<file path="src/pkg/switch_protection_defines.svh">
/*
 Named constants of the switch protection and diagnostics block.
 Assumes a 100 MHz core clock. All protection timers count slow ticks.
*/
`ifndef SWITCH_PROTECTION_DEFINES_SVH
`define SWITCH_PROTECTION_DEFINES_SVH
`define CLK_PERIOD_NS 10
`define TICK_NS 10000
`define TICK_CYC (`TICK_NS / `CLK_PERIOD_NS)
`define TICK_W 10
`define TMR_W 8
`define RETRY_TICKS 8'h0A
`define COOL_01_TICKS 8'h0A
`define COOL_10_TICKS 8'h32
`define COOL_11_TICKS 8'hC8
`define INRUSH_00_TICKS 8'h02
`define INRUSH_01_TICKS 8'h05
`define INRUSH_10_TICKS 8'h0A
`define INRUSH_11_TICKS 8'h14
`define LATCH_SEL 2'h0
`define RESISTIVE_SEL 2'h0
`define CRATE_HI 7
`define CRATE_LO 4
`define LOW_CURRENT_CODE 10'h00A
`define DECAY_SHIFT 4
`define ACC_TRIP_LSB 8
`define ST_ABS 0
`define ST_REL 1
`define ST_OC 2
`define ST_FUSE 3
`define ST_LATCH 4
`define ST_OL_OFF 5
`define ST_BSHORT 6
`define ST_HOLD 7
`endif

</file>
<file path="src/pkg/switch_protection_pkg.sv">
/*
 Types of the switch protection and diagnostics block.
 Assumes nothing beyond the defines header.
*/
package switch_protection_pkg;
	typedef enum logic [2:0] {
		CH_OFF,
		CH_INRUSH,
		CH_ON,
		CH_COOL,
		CH_LATCH
	} chan_state_t;
endpackage

</file>
<file path="src/design/switch_protection_diagnostics.sv">
/*
 Per-channel protection and diagnostic fault logic of a dual high-side
 switch: energy fuse, overlimit delay, cooldown or latch-off, thermal
 faults, inrush handling, overcurrent, reverse battery, sense scaling and
 off-state open-load / battery-short detection.
 Assumes all inputs synchronous to core_clk; ADC codes and comparator
 results come from the analog front end; configuration is held outside.
*/
`timescale 1ns/1ns
`include "switch_protection_defines.svh"

//Contract
//- No trip while current below nominal setting
//- Trip off when accumulated energy exceeds threshold
//- Above max current, shut down after delay
//- After fuse trip, cool down then retry
//- Cooldown select 00 latches off until re-enable
//- Thermal fault on absolute or relative limit
//- Absolute fault clears after hysteresis drop
//- Relative fault clears after retry time
//- Capacitive mode limits current during inrush window
//- Resistive mode trips above inrush threshold
//- After inrush, trip at overcurrent threshold
//- Retry holds fault until output rises
//- Output never rising keeps fault indefinitely; hold clears when command drops
//- Reverse battery forces switch on
//- Low-current enable selects low sense ratio
//- Gain bit multiplies sense voltage by eight
//- Off-state open load sets flag and pin
//- Off-state detection enables selected pull-up
//- Off-state indication follows live comparator
//- Battery-short check pulls down, sets flag
//- Fault turns off only affected channel, reports
//- Re-enable only after retry and faults cleared
module switch_protection_diagnostics
	import switch_protection_pkg::*;
(
	input wire logic core_clk, // Core clock
	input wire logic rst, // Synchronous reset
	input wire logic reverse_battery, // Reverse supply present
	input wire logic [9:0] controller_temp, // Controller temperature
	input wire logic [9:0] absolute_temp_limit, // Absolute FET limit
	input wire logic [9:0] relative_temp_limit, // FET minus controller
	input wire logic [9:0] temp_hysteresis, // Absolute clear margin
	input wire logic [1:0] switch_state, // Commanded on per channel
	input wire logic [1:0][9:0] load_current_result, // Current code
	input wire logic [1:0][9:0] fet_temp, // FET temperature
	input wire logic [1:0][9:0] nominal_current_setting, // Fuse rating
	input wire logic [1:0][15:0] energy_trip_threshold, // Fuse energy
	input wire logic [1:0][9:0] max_measurable_current, // Overlimit
	input wire logic [1:0][7:0] overlimit_shutdown_delay, // In ticks
	input wire logic [1:0][1:0] cooldown_period_select, // 00 latches
	input wire logic [1:0][7:0] current_limit_config, // Charge rate
	input wire logic [1:0][1:0] capacitive_load_select, // 00 resistive
	input wire logic [1:0][1:0] inrush_window_select, // Window length
	input wire logic [1:0][9:0] inrush_threshold_setting, // Inrush trip
	input wire logic [1:0][9:0] overcurrent_threshold, // Main trip
	input wire logic [1:0] on_state_low_current_enable, // Low ratio
	input wire logic [1:0] sense_gain_x8_enable, // ADC gain request
	input wire logic [1:0] off_state_openload_enable, // Off detection
	input wire logic [1:0][1:0] pullup_strength_select, // Pull-up size
	input wire logic [1:0] battery_short_check_enable, // Pulldown test
	input wire logic [1:0] openload_comp, // Output above threshold
	input wire logic [1:0] output_risen, // Output above supply-1.8 V
	input wire logic [1:0] fault_indication_mask, // Blocks pin
	output logic [1:0] fet_enable, // Gate drive on
	output logic [1:0] current_limit_active, // Charge limiting on
	output logic [1:0][3:0] charge_rate_level, // Limit slope
	output logic [1:0] sense_enable, // Current sensing usable
	output logic [1:0] sense_ratio_low, // Ratio 1200 instead of 5000
	output logic [1:0] sense_gain_x8, // ADC input times eight
	output logic [1:0] pullup_enable, // Off-state pull-up source
	output logic [1:0][1:0] pullup_strength, // Pull-up size
	output logic [1:0] pulldown_enable, // Battery-short pulldown
	output logic [1:0][7:0] channel_fault_status, // Readable faults
	output logic fault_pin // High while any unmasked fault except battery short
);
	logic [`TICK_W-1:0] tick_cnt_q, tick_cnt_d;
	logic tick;
	logic [1:0] ind;

	// Slow tick shared by every channel timer
	always_comb begin
		tick = (tick_cnt_q == `TICK_W'(`TICK_CYC - 1));
		tick_cnt_d = tick ? '0 : tick_cnt_q + `TICK_W'(1);
	end

	always_ff @(posedge core_clk) begin
		if (rst) begin
			tick_cnt_q <= '0;
		end else begin
			tick_cnt_q <= tick_cnt_d;
		end
	end

	assign fault_pin = |(ind & ~fault_indication_mask);

	for (genvar g = 0; g < 2; g++) begin : g_ch
		chan_state_t st_q, st_d;
		logic [`TMR_W-1:0] tmr_q, tmr_d, ovl_q, ovl_d, rel_tmr_q, rel_tmr_d;
		logic [23:0] acc_q, acc_d;
		logic abs_q, abs_d, rel_q, rel_d, oc_q, oc_d, fuse_q, fuse_d;
		logic hold_q, hold_d, bs_q, bs_d, ol_q, ol_d;
		logic [7:0] stat_q, stat_d;
		logic [9:0] cur;
		logic [19:0] sq;
		logic [24:0] acc_sum;
		logic [10:0] cool_sum;
		logic [9:0] tdiff;
		logic req, run, therm, cap, fuse_trip, oc_trip, ol_act;
		logic [`TMR_W-1:0] cool_ticks, inrush_ticks;

		always_comb begin
			cur = load_current_result[g];
			sq = cur * cur;
			req = switch_state[g] | reverse_battery;
			run = (st_q == CH_INRUSH) || (st_q == CH_ON);
			therm = abs_q | rel_q;
			cap = capacitive_load_select[g] != `RESISTIVE_SEL;
			case (cooldown_period_select[g])
				2'h1: cool_ticks = `COOL_01_TICKS;
				2'h2: cool_ticks = `COOL_10_TICKS;
				default: cool_ticks = `COOL_11_TICKS;
			endcase
			case (inrush_window_select[g])
				2'h0: inrush_ticks = `INRUSH_00_TICKS;
				2'h1: inrush_ticks = `INRUSH_01_TICKS;
				2'h2: inrush_ticks = `INRUSH_10_TICKS;
				default: inrush_ticks = `INRUSH_11_TICKS;
			endcase

			// Thermal faults act in any state
			tdiff = fet_temp[g] - controller_temp;
			cool_sum = {1'b0, fet_temp[g]} + {1'b0, temp_hysteresis};
			abs_d = abs_q;
			if (fet_temp[g] > absolute_temp_limit) begin
				abs_d = 1'b1;
			end else if (cool_sum <= {1'b0, absolute_temp_limit}) begin
				abs_d = 1'b0;
			end
			rel_d = rel_q;
			rel_tmr_d = rel_tmr_q;
			if (!rel_q && fet_temp[g] > controller_temp &&
					tdiff > relative_temp_limit) begin
				rel_d = 1'b1;
				rel_tmr_d = `RETRY_TICKS;
			end else if (rel_q && tick) begin
				if (rel_tmr_q <= `TMR_W'(1)) begin
					rel_d = 1'b0;
					rel_tmr_d = '0;
				end else begin
					rel_tmr_d = rel_tmr_q - `TMR_W'(1);
				end
			end

			// While running, energy integrates only above nominal, else bleeds away
			acc_sum = {1'b0, acc_q} + {5'h00, sq};
			acc_d = acc_q;
			if (run && tick) begin
				if (cur > nominal_current_setting[g]) begin
					acc_d = acc_sum[24] ? '1 : acc_sum[23:0];
				end else begin
					acc_d = acc_q - (acc_q >> `DECAY_SHIFT);
				end
			end
			ovl_d = '0;
			if (run && cur > max_measurable_current[g]) begin
				ovl_d = (tick && ovl_q != '1) ? ovl_q + `TMR_W'(1) : ovl_q;
			end
			fuse_trip = (acc_q[23:`ACC_TRIP_LSB] > energy_trip_threshold[g]) ||
				(cur > max_measurable_current[g] &&
				ovl_q >= overlimit_shutdown_delay[g]);
			if (st_q == CH_INRUSH) begin
				oc_trip = !cap && cur > inrush_threshold_setting[g];
			end else begin
				oc_trip = cur >= overcurrent_threshold[g];
			end

			st_d = st_q;
			tmr_d = tmr_q;
			oc_d = oc_q;
			fuse_d = fuse_q;
			hold_d = hold_q;
			case (st_q)
				CH_OFF: begin
					if (req && !therm) begin
						st_d = CH_INRUSH;
						tmr_d = inrush_ticks;
						acc_d = '0;
					end
				end
				CH_INRUSH, CH_ON: begin
					if (!req) begin
						st_d = CH_OFF;
					end else if (therm) begin
						st_d = CH_COOL;
						tmr_d = '0;
					end else if (fuse_trip) begin
						fuse_d = 1'b1;
						tmr_d = cool_ticks;
						if (cooldown_period_select[g] == `LATCH_SEL) begin
							st_d = CH_LATCH;
						end else begin
							st_d = CH_COOL;
						end
					end else if (oc_trip) begin
						oc_d = 1'b1;
						st_d = CH_COOL;
						tmr_d = `RETRY_TICKS;
					end else if (st_q == CH_INRUSH && tick) begin
						if (tmr_q <= `TMR_W'(1)) begin
							st_d = CH_ON;
						end else begin
							tmr_d = tmr_q - `TMR_W'(1);
						end
					end
				end
				CH_COOL: begin
					if (tick && tmr_q != '0) begin
						tmr_d = tmr_q - `TMR_W'(1);
					end
					if (tmr_q == '0 && !therm) begin
						hold_d = oc_q | fuse_q;
						oc_d = 1'b0;
						fuse_d = 1'b0;
						acc_d = '0;
						tmr_d = inrush_ticks;
						st_d = req ? CH_INRUSH : CH_OFF;
					end
				end
				CH_LATCH: begin
					// Controller must drop the command to release
					if (!switch_state[g] && !therm) begin
						fuse_d = 1'b0;
						acc_d = '0;
						st_d = CH_OFF;
					end
				end
				default: st_d = CH_OFF;
			endcase
			// Stays set until the output rises or the command drops
			if (hold_q && ((run && output_risen[g]) || !req)) begin
				hold_d = 1'b0;
			end

			ol_act = !fet_enable[g] && off_state_openload_enable[g];
			ol_d = ol_act && openload_comp[g];
			bs_d = bs_q;
			if (!ol_act || !battery_short_check_enable[g]) begin
				bs_d = 1'b0;
			end else if (openload_comp[g]) begin
				bs_d = 1'b1;
			end

			stat_d = '0;
			stat_d[`ST_ABS] = abs_q;
			stat_d[`ST_REL] = rel_q;
			stat_d[`ST_OC] = oc_q;
			stat_d[`ST_FUSE] = fuse_q;
			stat_d[`ST_LATCH] = st_q == CH_LATCH;
			stat_d[`ST_OL_OFF] = ol_q;
			stat_d[`ST_BSHORT] = bs_q;
			stat_d[`ST_HOLD] = hold_q;
		end

		always_ff @(posedge core_clk) begin
			if (rst) begin
				st_q <= CH_OFF;
				tmr_q <= '0;
				ovl_q <= '0;
				rel_tmr_q <= '0;
				acc_q <= '0;
				abs_q <= 1'b0;
				rel_q <= 1'b0;
				oc_q <= 1'b0;
				fuse_q <= 1'b0;
				hold_q <= 1'b0;
				bs_q <= 1'b0;
				ol_q <= 1'b0;
				stat_q <= '0;
			end else begin
				st_q <= st_d;
				tmr_q <= tmr_d;
				ovl_q <= ovl_d;
				rel_tmr_q <= rel_tmr_d;
				acc_q <= acc_d;
				abs_q <= abs_d;
				rel_q <= rel_d;
				oc_q <= oc_d;
				fuse_q <= fuse_d;
				hold_q <= hold_d;
				bs_q <= bs_d;
				ol_q <= ol_d;
				stat_q <= stat_d;
			end
		end

		// Reverse supply overrides command to spare the body diode
		assign fet_enable[g] = reverse_battery | run;
		assign current_limit_active[g] = (st_q == CH_INRUSH) && cap;
		assign charge_rate_level[g] =
			current_limit_config[g][`CRATE_HI:`CRATE_LO];
		assign sense_enable[g] = run && !hold_q;
		assign sense_ratio_low[g] = on_state_low_current_enable[g] &&
			cur < `LOW_CURRENT_CODE;
		assign sense_gain_x8[g] = sense_gain_x8_enable[g];
		assign pullup_enable[g] = ol_act &&
			!battery_short_check_enable[g];
		assign pullup_strength[g] = pullup_strength_select[g];
		assign pulldown_enable[g] = ol_act &&
			battery_short_check_enable[g];
		assign channel_fault_status[g] = stat_q;
		assign ind[g] = fuse_q | oc_q | therm | hold_q | ol_q |
			(st_q == CH_LATCH) | (st_q == CH_COOL);
	end
endmodule // switch_protection_diagnostics

</file>
<file path="config.mk">
export PLATFORM = sky130hd
export DESIGN_NAME = switch_protection_diagnostics
export DESIGN_NICKNAME = d
export VERILOG_FILES = /design/src/pkg/switch_protection_pkg.sv /design/src/design/switch_protection_diagnostics.sv
export VERILOG_INCLUDE_DIRS = /design/src /design/src/pkg
export SDC_FILE = /design/constraint.sdc
export NUM_CORES = 1
export LEC_CHECK = 0
export ABC_AREA = 0
export ABC_CLOCK_PERIOD_IN_PS = 16400
export BUFFER_PORTS_ARGS = -buffer_cell sky130_fd_sc_hd__buf_4
export CORE_MARGIN = 4
export CORE_UTILIZATION = 35
export DETAILED_ROUTE_END_ITERATION = 8
export PLACE_DENSITY = 0.6
export SYNTH_ARGS = -nofsm -noshare
export SYNTH_HDL_FRONTEND = slang
export SYNTH_SLANG_ARGS = --single-unit
</file>
<file path="constraint.sdc">
create_clock -name core_clk -period 16.4 [get_ports core_clk]
set_input_delay 2.46 -clock core_clk [delete_from_list [all_inputs] [get_ports core_clk]]
set_output_delay 2.46 -clock core_clk [all_outputs]
set_load 0.01 [all_outputs]
</file>
# After elaboration in Yosys (flattened, before gate mapping)
# Cells that the tools add are included.
[word_totals]
ff_bits = 142
latch_bits = 0
ram_bits = 0
mem_bits_ro = 0
in_bits = 259
output_inout_bits = 43
elab_cells = 359
memories = 0
[classes]
addsub = 15
n_mul = 2
div_mod_pow = 0
n_lt_le_gt_ge = 26
eq_ne = 45
n_shift = 0
n_mux = 102
n_bitwise = 22
reduce_logical = 118
[ops]
columns = ["cell", "count"]
rows = [
  ["$mux W24", 12],
  ["$mux W8", 20],
  ["$pmux W24 S3", 2],
  ["$gt A10 B10 Y1", 12],
  ["$mux W3", 20],
  ["$add A24 B20 Y25", 2],
  ["$pmux W8 S3", 2],
  ["$sub A24 B20 Y24", 2],
  ["$logic_and A1 B1 Y1", 44],
  ["$mul A10 B10 Y20", 2],
  ["$reduce_and A6 Y1", 6],
  ["$gt A16 B16 Y1", 2],
  ["$le A8 B1 Y1 const B", 4],
  ["$mux W1", 32],
  ["$pmux W8 S2", 2],
  ["$sub A8 B1 Y8 const B", 4],
  ["$pmux W5 S3", 2],
  ["$ne A2 B2 Y1 const B", 14],
  ["$ne A6 B6 Y1 const B", 4],
  ["$pmux W3 S4", 2],
  ["$reduce_or A2 Y1", 12],
  ["$add A10 B10 Y11", 2],
  ["$le A11 B10 Y1", 2],
  ["$ge A10 B10 Y1", 2],
  ["32 further kinds", 122],
]

# Depth between registers and ports, before layout
[depth]
word_depth = 9
depth_mapped = 23

# Worst setup path after synthesis
# OpenSTA, ideal clock, no wires.
[synth_timing]
kind = "input to register"
startpoint = "in load_current_result[19] in the netlist's numbering"
endpoint = "reg g_ch[1].acc_q[21]"
t_arrival_ps = 7756
required_time_ps = 16286
slack_ps = 8530
stages = 21
path_buffers = 1
cell_sequence = "clkbuf_1 > and2_1 > inv_1 > fa_1 > fa_1 > inv_1 > fa_1 > fa_1 > inv_1 > fa_1 > inv_1 > ha_1 > and3_1 > and3_1 > a2111oi_0 > nor3_1 > a211oi_1 > a21oi_1 > xor2_1 > nor2_1 > a2111oi_0"
[synth_via]
elab_chain_cells = 7
elab_cells_between_ends = 10
cone_classes = "add/sub (1); mul (1); order compare (1); mux (7)"
[synth_lines]
columns = ["element", "line", "text"]
rows = [
  ["from (decl)", "switch_protection_diagnostics.sv:46", "input wire logic [1:0][9:0] load_current_result,"],
  ["$mul A10 B10 Y20", "switch_protection_diagnostics.sv:115", "sq = cur * cur;"],
  ["$add A24 B20 Y25", "switch_protection_diagnostics.sv:157", "acc_sum = {1'b0, acc_q} + {5'h00, sq};"],
  ["$mux W24", "switch_protection_diagnostics.sv:161", "acc_d = acc_sum[24] ? '1 : acc_sum[23:0];"],
  ["$mux W24 *", "switch_protection_diagnostics.sv:160", "if (cur > nominal_current_setting[g]) begin"],
  ["$mux W24 *", "switch_protection_diagnostics.sv:159", "if (run && tick) begin"],
  ["$mux W24, on equally long branches", "switch_protection_diagnostics.sv:233, switch_protection_diagnostics.sv:186, switch_protection_diagnostics.sv:222", ""],
  ["$pmux W24 S3 *", "switch_protection_diagnostics.sv:184", "case (st_q)"],
  ["to (signal assigned)", "switch_protection_diagnostics.sv:272", "acc_q <= '0;"],
  ["to (signal assigned)", "switch_protection_diagnostics.sv:286", "acc_q <= acc_d;"],
  ["to (decl)", "switch_protection_diagnostics.sv:101", "logic [23:0] acc_q, acc_d;"],
]
# Every way passes the cells marked *; elsewhere a longest branch is shown, timed or not.
# A chain may end at the register's enable or synchronous reset.

# Worst setup path after layout
[layout_timing]
startpoint = "in load_current_result[19] in the netlist's numbering"
endpoint = "reg g_ch[1].acc_q[11]"
# Same word-level chain as after synthesis.

==> results by group <==
Floorplan
  – Std cell rows: a little over 90
  – Die height: 260 um
  – Core Footprint: around 62000 um^2
  – Top Ports: between 300 and 400
  – Die width: between 200 and 300 um
  – Initial Util: 0.356
  – Die area: a little under 70000 um^2

Timing
  – Max-slew violations: 0
  – # setup viols final: 0
  – Post-layout minimum cycle time: 8.34 ns
  – Fmax: between 0.1 and 0.15 GHz
  – Rel. slew slack: 0.242
  – Worst Tran Pin Value: between 1 and 1.5 ns
  – RSZ-0062 raised after global routing: false
  – Worst setup skew after layout: 0.0152 ns
  – Setup TNS: 0 ns
  – Hold Vio Cnt, Final: 0
  – Fin crit share: 0.509

Hold path
  – Min-Delay Path Class: reg2reg
  – WHS Endpoint: tick_cnt_q[0]
  – Hold Path Depth: 1
  – Hold Crit Start: tick_cnt_q[0]

Yosys
  – Mapped Nets: 3606
  – Yosys top cell area share: 0.225
  – Main synth FF type: dfxtp_1
  – Synth area leader: ha_1
  – Synth Cell Area: ~22000 um^2
  – Synth cell count leaders: inv_1 (497), ha_1 (398), nand2_1 (190)
  – Count leader, synth: inv_1
  – Synth warnings: 0
  – Async S/R FF share, synth: 0
  – Sequential share of the synthesized area: 0.128
  – Yosys reg bits: between 100 and 150
  – Synth Instances: 2811
  – Post-synth EDFFs: 0
  – Distinct cell type count after synthesis: 74
  – Avg Inst Size Synth: between 7 and 8 um^2
  – Area contributors post-synth: ha_1 (22%), dfxtp_1 (13%), fa_1 (12%)

Pwr
  – Static leakage: approximately 13 nW
  – Internal Dissipation: roughly 1.2 mW
  – Part of the power in registers: 0.184
  – Switching Fraction: 0.471
  – Peak supply drop: just over 0.00008 V
  – Pwr dens: roughly 90 nW/um^2
  – Clock network power share: 0.174
  – Tot Pwr: approximately 2.2 mW
  – Net Sw Power: 1.05 mW
  – Part of the power in combinational logic: 0.643

Worst setup path
  – Critical path required time: around 17 ns
  – R2R Path End: g_ch[0].acc_q[12]
  – Critical path startpoint category: primary input
  – WP data arrival: around 8.7 ns
  – Reg2Reg Setup Slack: ~11 ns
  – Worst r2r path cells: 16
  – Worst-path maximum fanout: 16
  – CP Capture Type: flop
  – Worst R2R Start: g_ch[0].acc_q[8]
  – Setup CP Type: in2reg

Clock tree
  – Clock-pin slew on the worst setup and hold paths: approximately 0.07 ns
  – CTS Hold Bufs: 0
  – CTS tree: built
  – H-tree Lvls: 4
  – CTS Buf Count: 17
  – Clk sink count: about 140
  – Clk buf depth: 2
  – Clock insertion delay at the later pin of the skew report: 0.47 ns
  – CTS root buf: clkbuf_16
  – Setup bufs post-CTS: 0
  – PostCTS Resize Cnt: 0

Global route
  – Number of antenna violations at the first check in global routing: 3
  – GR Util All Layers: 0.184
  – Congestion Overflow GR: 0
  – First-pass GRT wire length: a little over 100000 um
  – Vias in the first global route: 19500
  – Largest net degree at the start of global routing: between 40 and 50

Detailed routing
  – DRT antenna net count: 0
  – Vias: about 20000
  – Initial DRC count: about 900
  – Drt wl/cell: 16.0 um
  – Drt first pass iters: 5
  – Drt total wl: roughly 62000 um
  – DRC violations left: 0
  – Via density: just over 5

Place
  – Post-Place Cells: 3843
  – Placed Area: 24900 um^2
  – GPL Wtd Cong: between 0.8 and 0.9
  – IO Port Bufs: 265
  – Final HPWL DP: ~51000 um

Final layout
  – Finished Layout Cells: approximately 3900
  – Final instance area: 25500 um^2
  – Post-layout nets: 3820
  – FILL cells: about 6500
  – Synth-to-Final Area Change: 15.1%
  – Layout cells sized above 1: 0.112

Run status
  – Status: completed

Job
  – Max-Cap Viols: 0
-- cell families after synthesis --
kind of cell	after synthesis	share of synthesized area
buffers and inverters	580	0.101
adder cells (fa/ha/maj)	536	0.350
AO/OA/AOI/OAI	660	0.197
XOR/XNOR	137	0.0542
AND/OR/NAND/NOR	745	0.165
flip-flops	142	0.128
multiplexers	11	0.00525
-- layout make-up --
class / count / area, um^2 / area share
Sequential cell: 142 / 2840 / 0.112
Clock inverter: 14 / 135 / 0.00530
Multi-Input combinational cell: 2089 / 17100 / 0.670
Timing Repair Buffer: 277 / 2080 / 0.0816
Antenna cell: 1 / 2.50 / 0.0000982
Inverter: 498 / 1870 / 0.0734
Tap cell: 837 / 1050 / 0.0411
Clock buffer: 18 / 429 / 0.0168
-- power groups by stage --
| stage | Clock [mW] | Sequential [mW] | Combinational [mW] |
|---|---|---|---|
| after CTS | 0.405 | 0.410 | 1.45 |
| after detailed placement | 0 | 0.418 | 1.44 |
| final | 0.388 | 0.411 | 1.44 |
| after floorplan | 0 | 0.402 | 1.08 |
| after global routing | 0.415 | 0.416 | 1.65 |
| after global placement | 0 | 0.418 | 1.43 |
-- routing by layer --
| metal | global-route usage | wire, um | part of all wire | up-vias |
|---|---|---|---|---|
| li1 | - | - | - | 10100 |
| met1 | 0.246 | 29200 | 0.47 | 9269 |
| met2 | 0.313 | 29500 | 0.48 | 345 |
| met3 | 0.0306 | 2450 | 0.040 | 50 |
| met4 | 0.0367 | 734 | 0.012 | 4 |
| met5 | 0 | 32 | 0.00052 | - |
-- registers in the layout, summed over array words and instances, names as in the netlist --
signal,flops
g_ch.oc_q,2
g_ch.rel_q,2
g_ch.st_q,6
g_ch.ovl_q,16
g_ch.stat_q,16
g_ch.bs_q,2
g_ch.rel_tmr_q,16
g_ch.acc_q,48
g_ch.fuse_q,2
g_ch.hold_q,2
g_ch.ol_q,2
tick_cnt_q,10
g_ch.tmr_q,16
g_ch.abs_q,2
-- through the flow --
| step | setup WS (ns) | utilization | hold WS, ns |
|---|---|---|---|
| 2_1_floorplan | 8.53 | - | 0.418 |
| 3_3_place_gp | 7.63 | 0.401 | 0.437 |
| 3_5_place_dp | 7.61 | 0.401 | 0.454 |
| 4_1_cts | 8.10 | 0.410 | 0.473 |
| 5_1_grt | 7.75 | 0.410 | 0.485 |
| 6_report | 8.06 | 0.410 | 0.462 |
-- worst max-delay path, cell delays in order --
cell,delay [ns]
buf_4,0.22
and2_1,0.22
inv_1,0.08
fa_1,0.50
fa_1,0.55
inv_1,0.06
fa_1,0.51
fa_1,0.55
inv_1,0.06
fa_1,0.54
inv_1,0.04
ha_1,0.35
and3_1,0.24
a21boi_0,0.20
a41oi_1,0.10
a31oi_1,0.47
a31oi_1,0.28
o21ai_1,0.60
buf_4,0.35
o221ai_1,0.15
a21oi_1,0.15
-- worst max-delay path by stage --
stage | to | startpoint | slack (ns)
floorplan | g_ch[1].acc_q[21] | load_current_result[19] | 8.53
global placement | g_ch[1].acc_q[21] | load_current_result[19] | 7.63
detailed placement | g_ch[1].acc_q[11] | load_current_result[19] | 7.61
CTS | g_ch[1].acc_q[11] | load_current_result[19] | 8.10
global route | g_ch[1].acc_q[11] | load_current_result[19] | 7.75
finish | g_ch[1].acc_q[11] | load_current_result[19] | 8.06
-- placed cells by master, fill, tap and decap left out, types with 10 or more instances in the layout --
| master | Yosys | routed |
|---|---|---|
| a2111oi_0 | 12 | 12 |
| a211oi_1 | 34 | 34 |
| a21boi_0 | 10 | 10 |
| a21o_1 | 82 | 82 |
| a21oi_1 | 187 | 187 |
| a31oi_1 | 20 | 20 |
| and2_1 | 59 | 59 |
| and3_1 | 30 | 30 |
| buf_4 | 14 | 277 |
| clkbuf_16 | 0 | 17 |
| dfxtp_1 | 142 | 142 |
| fa_1 | 138 | 138 |
| ha_1 | 398 | 398 |
| inv_1 | 497 | 497 |
| nand2_1 | 190 | 190 |
| nand2b_1 | 30 | 30 |
| nand3_1 | 57 | 57 |
| nand4_1 | 30 | 30 |
| nor2_1 | 183 | 183 |
| nor2b_1 | 42 | 42 |
| nor3_1 | 48 | 48 |
| nor4_1 | 22 | 21 |
| o211ai_1 | 19 | 19 |
| o21a_1 | 34 | 34 |
| o21ai_0 | 108 | 107 |
| o21bai_1 | 20 | 20 |
| o221ai_1 | 29 | 29 |
| o31ai_1 | 16 | 16 |
| or2_2 | 15 | 15 |
| or3_1 | 15 | 15 |
| xnor2_1 | 86 | 86 |
| xor2_1 | 51 | 51 |
No activity file was read; power rests on OpenSTA's default activity.
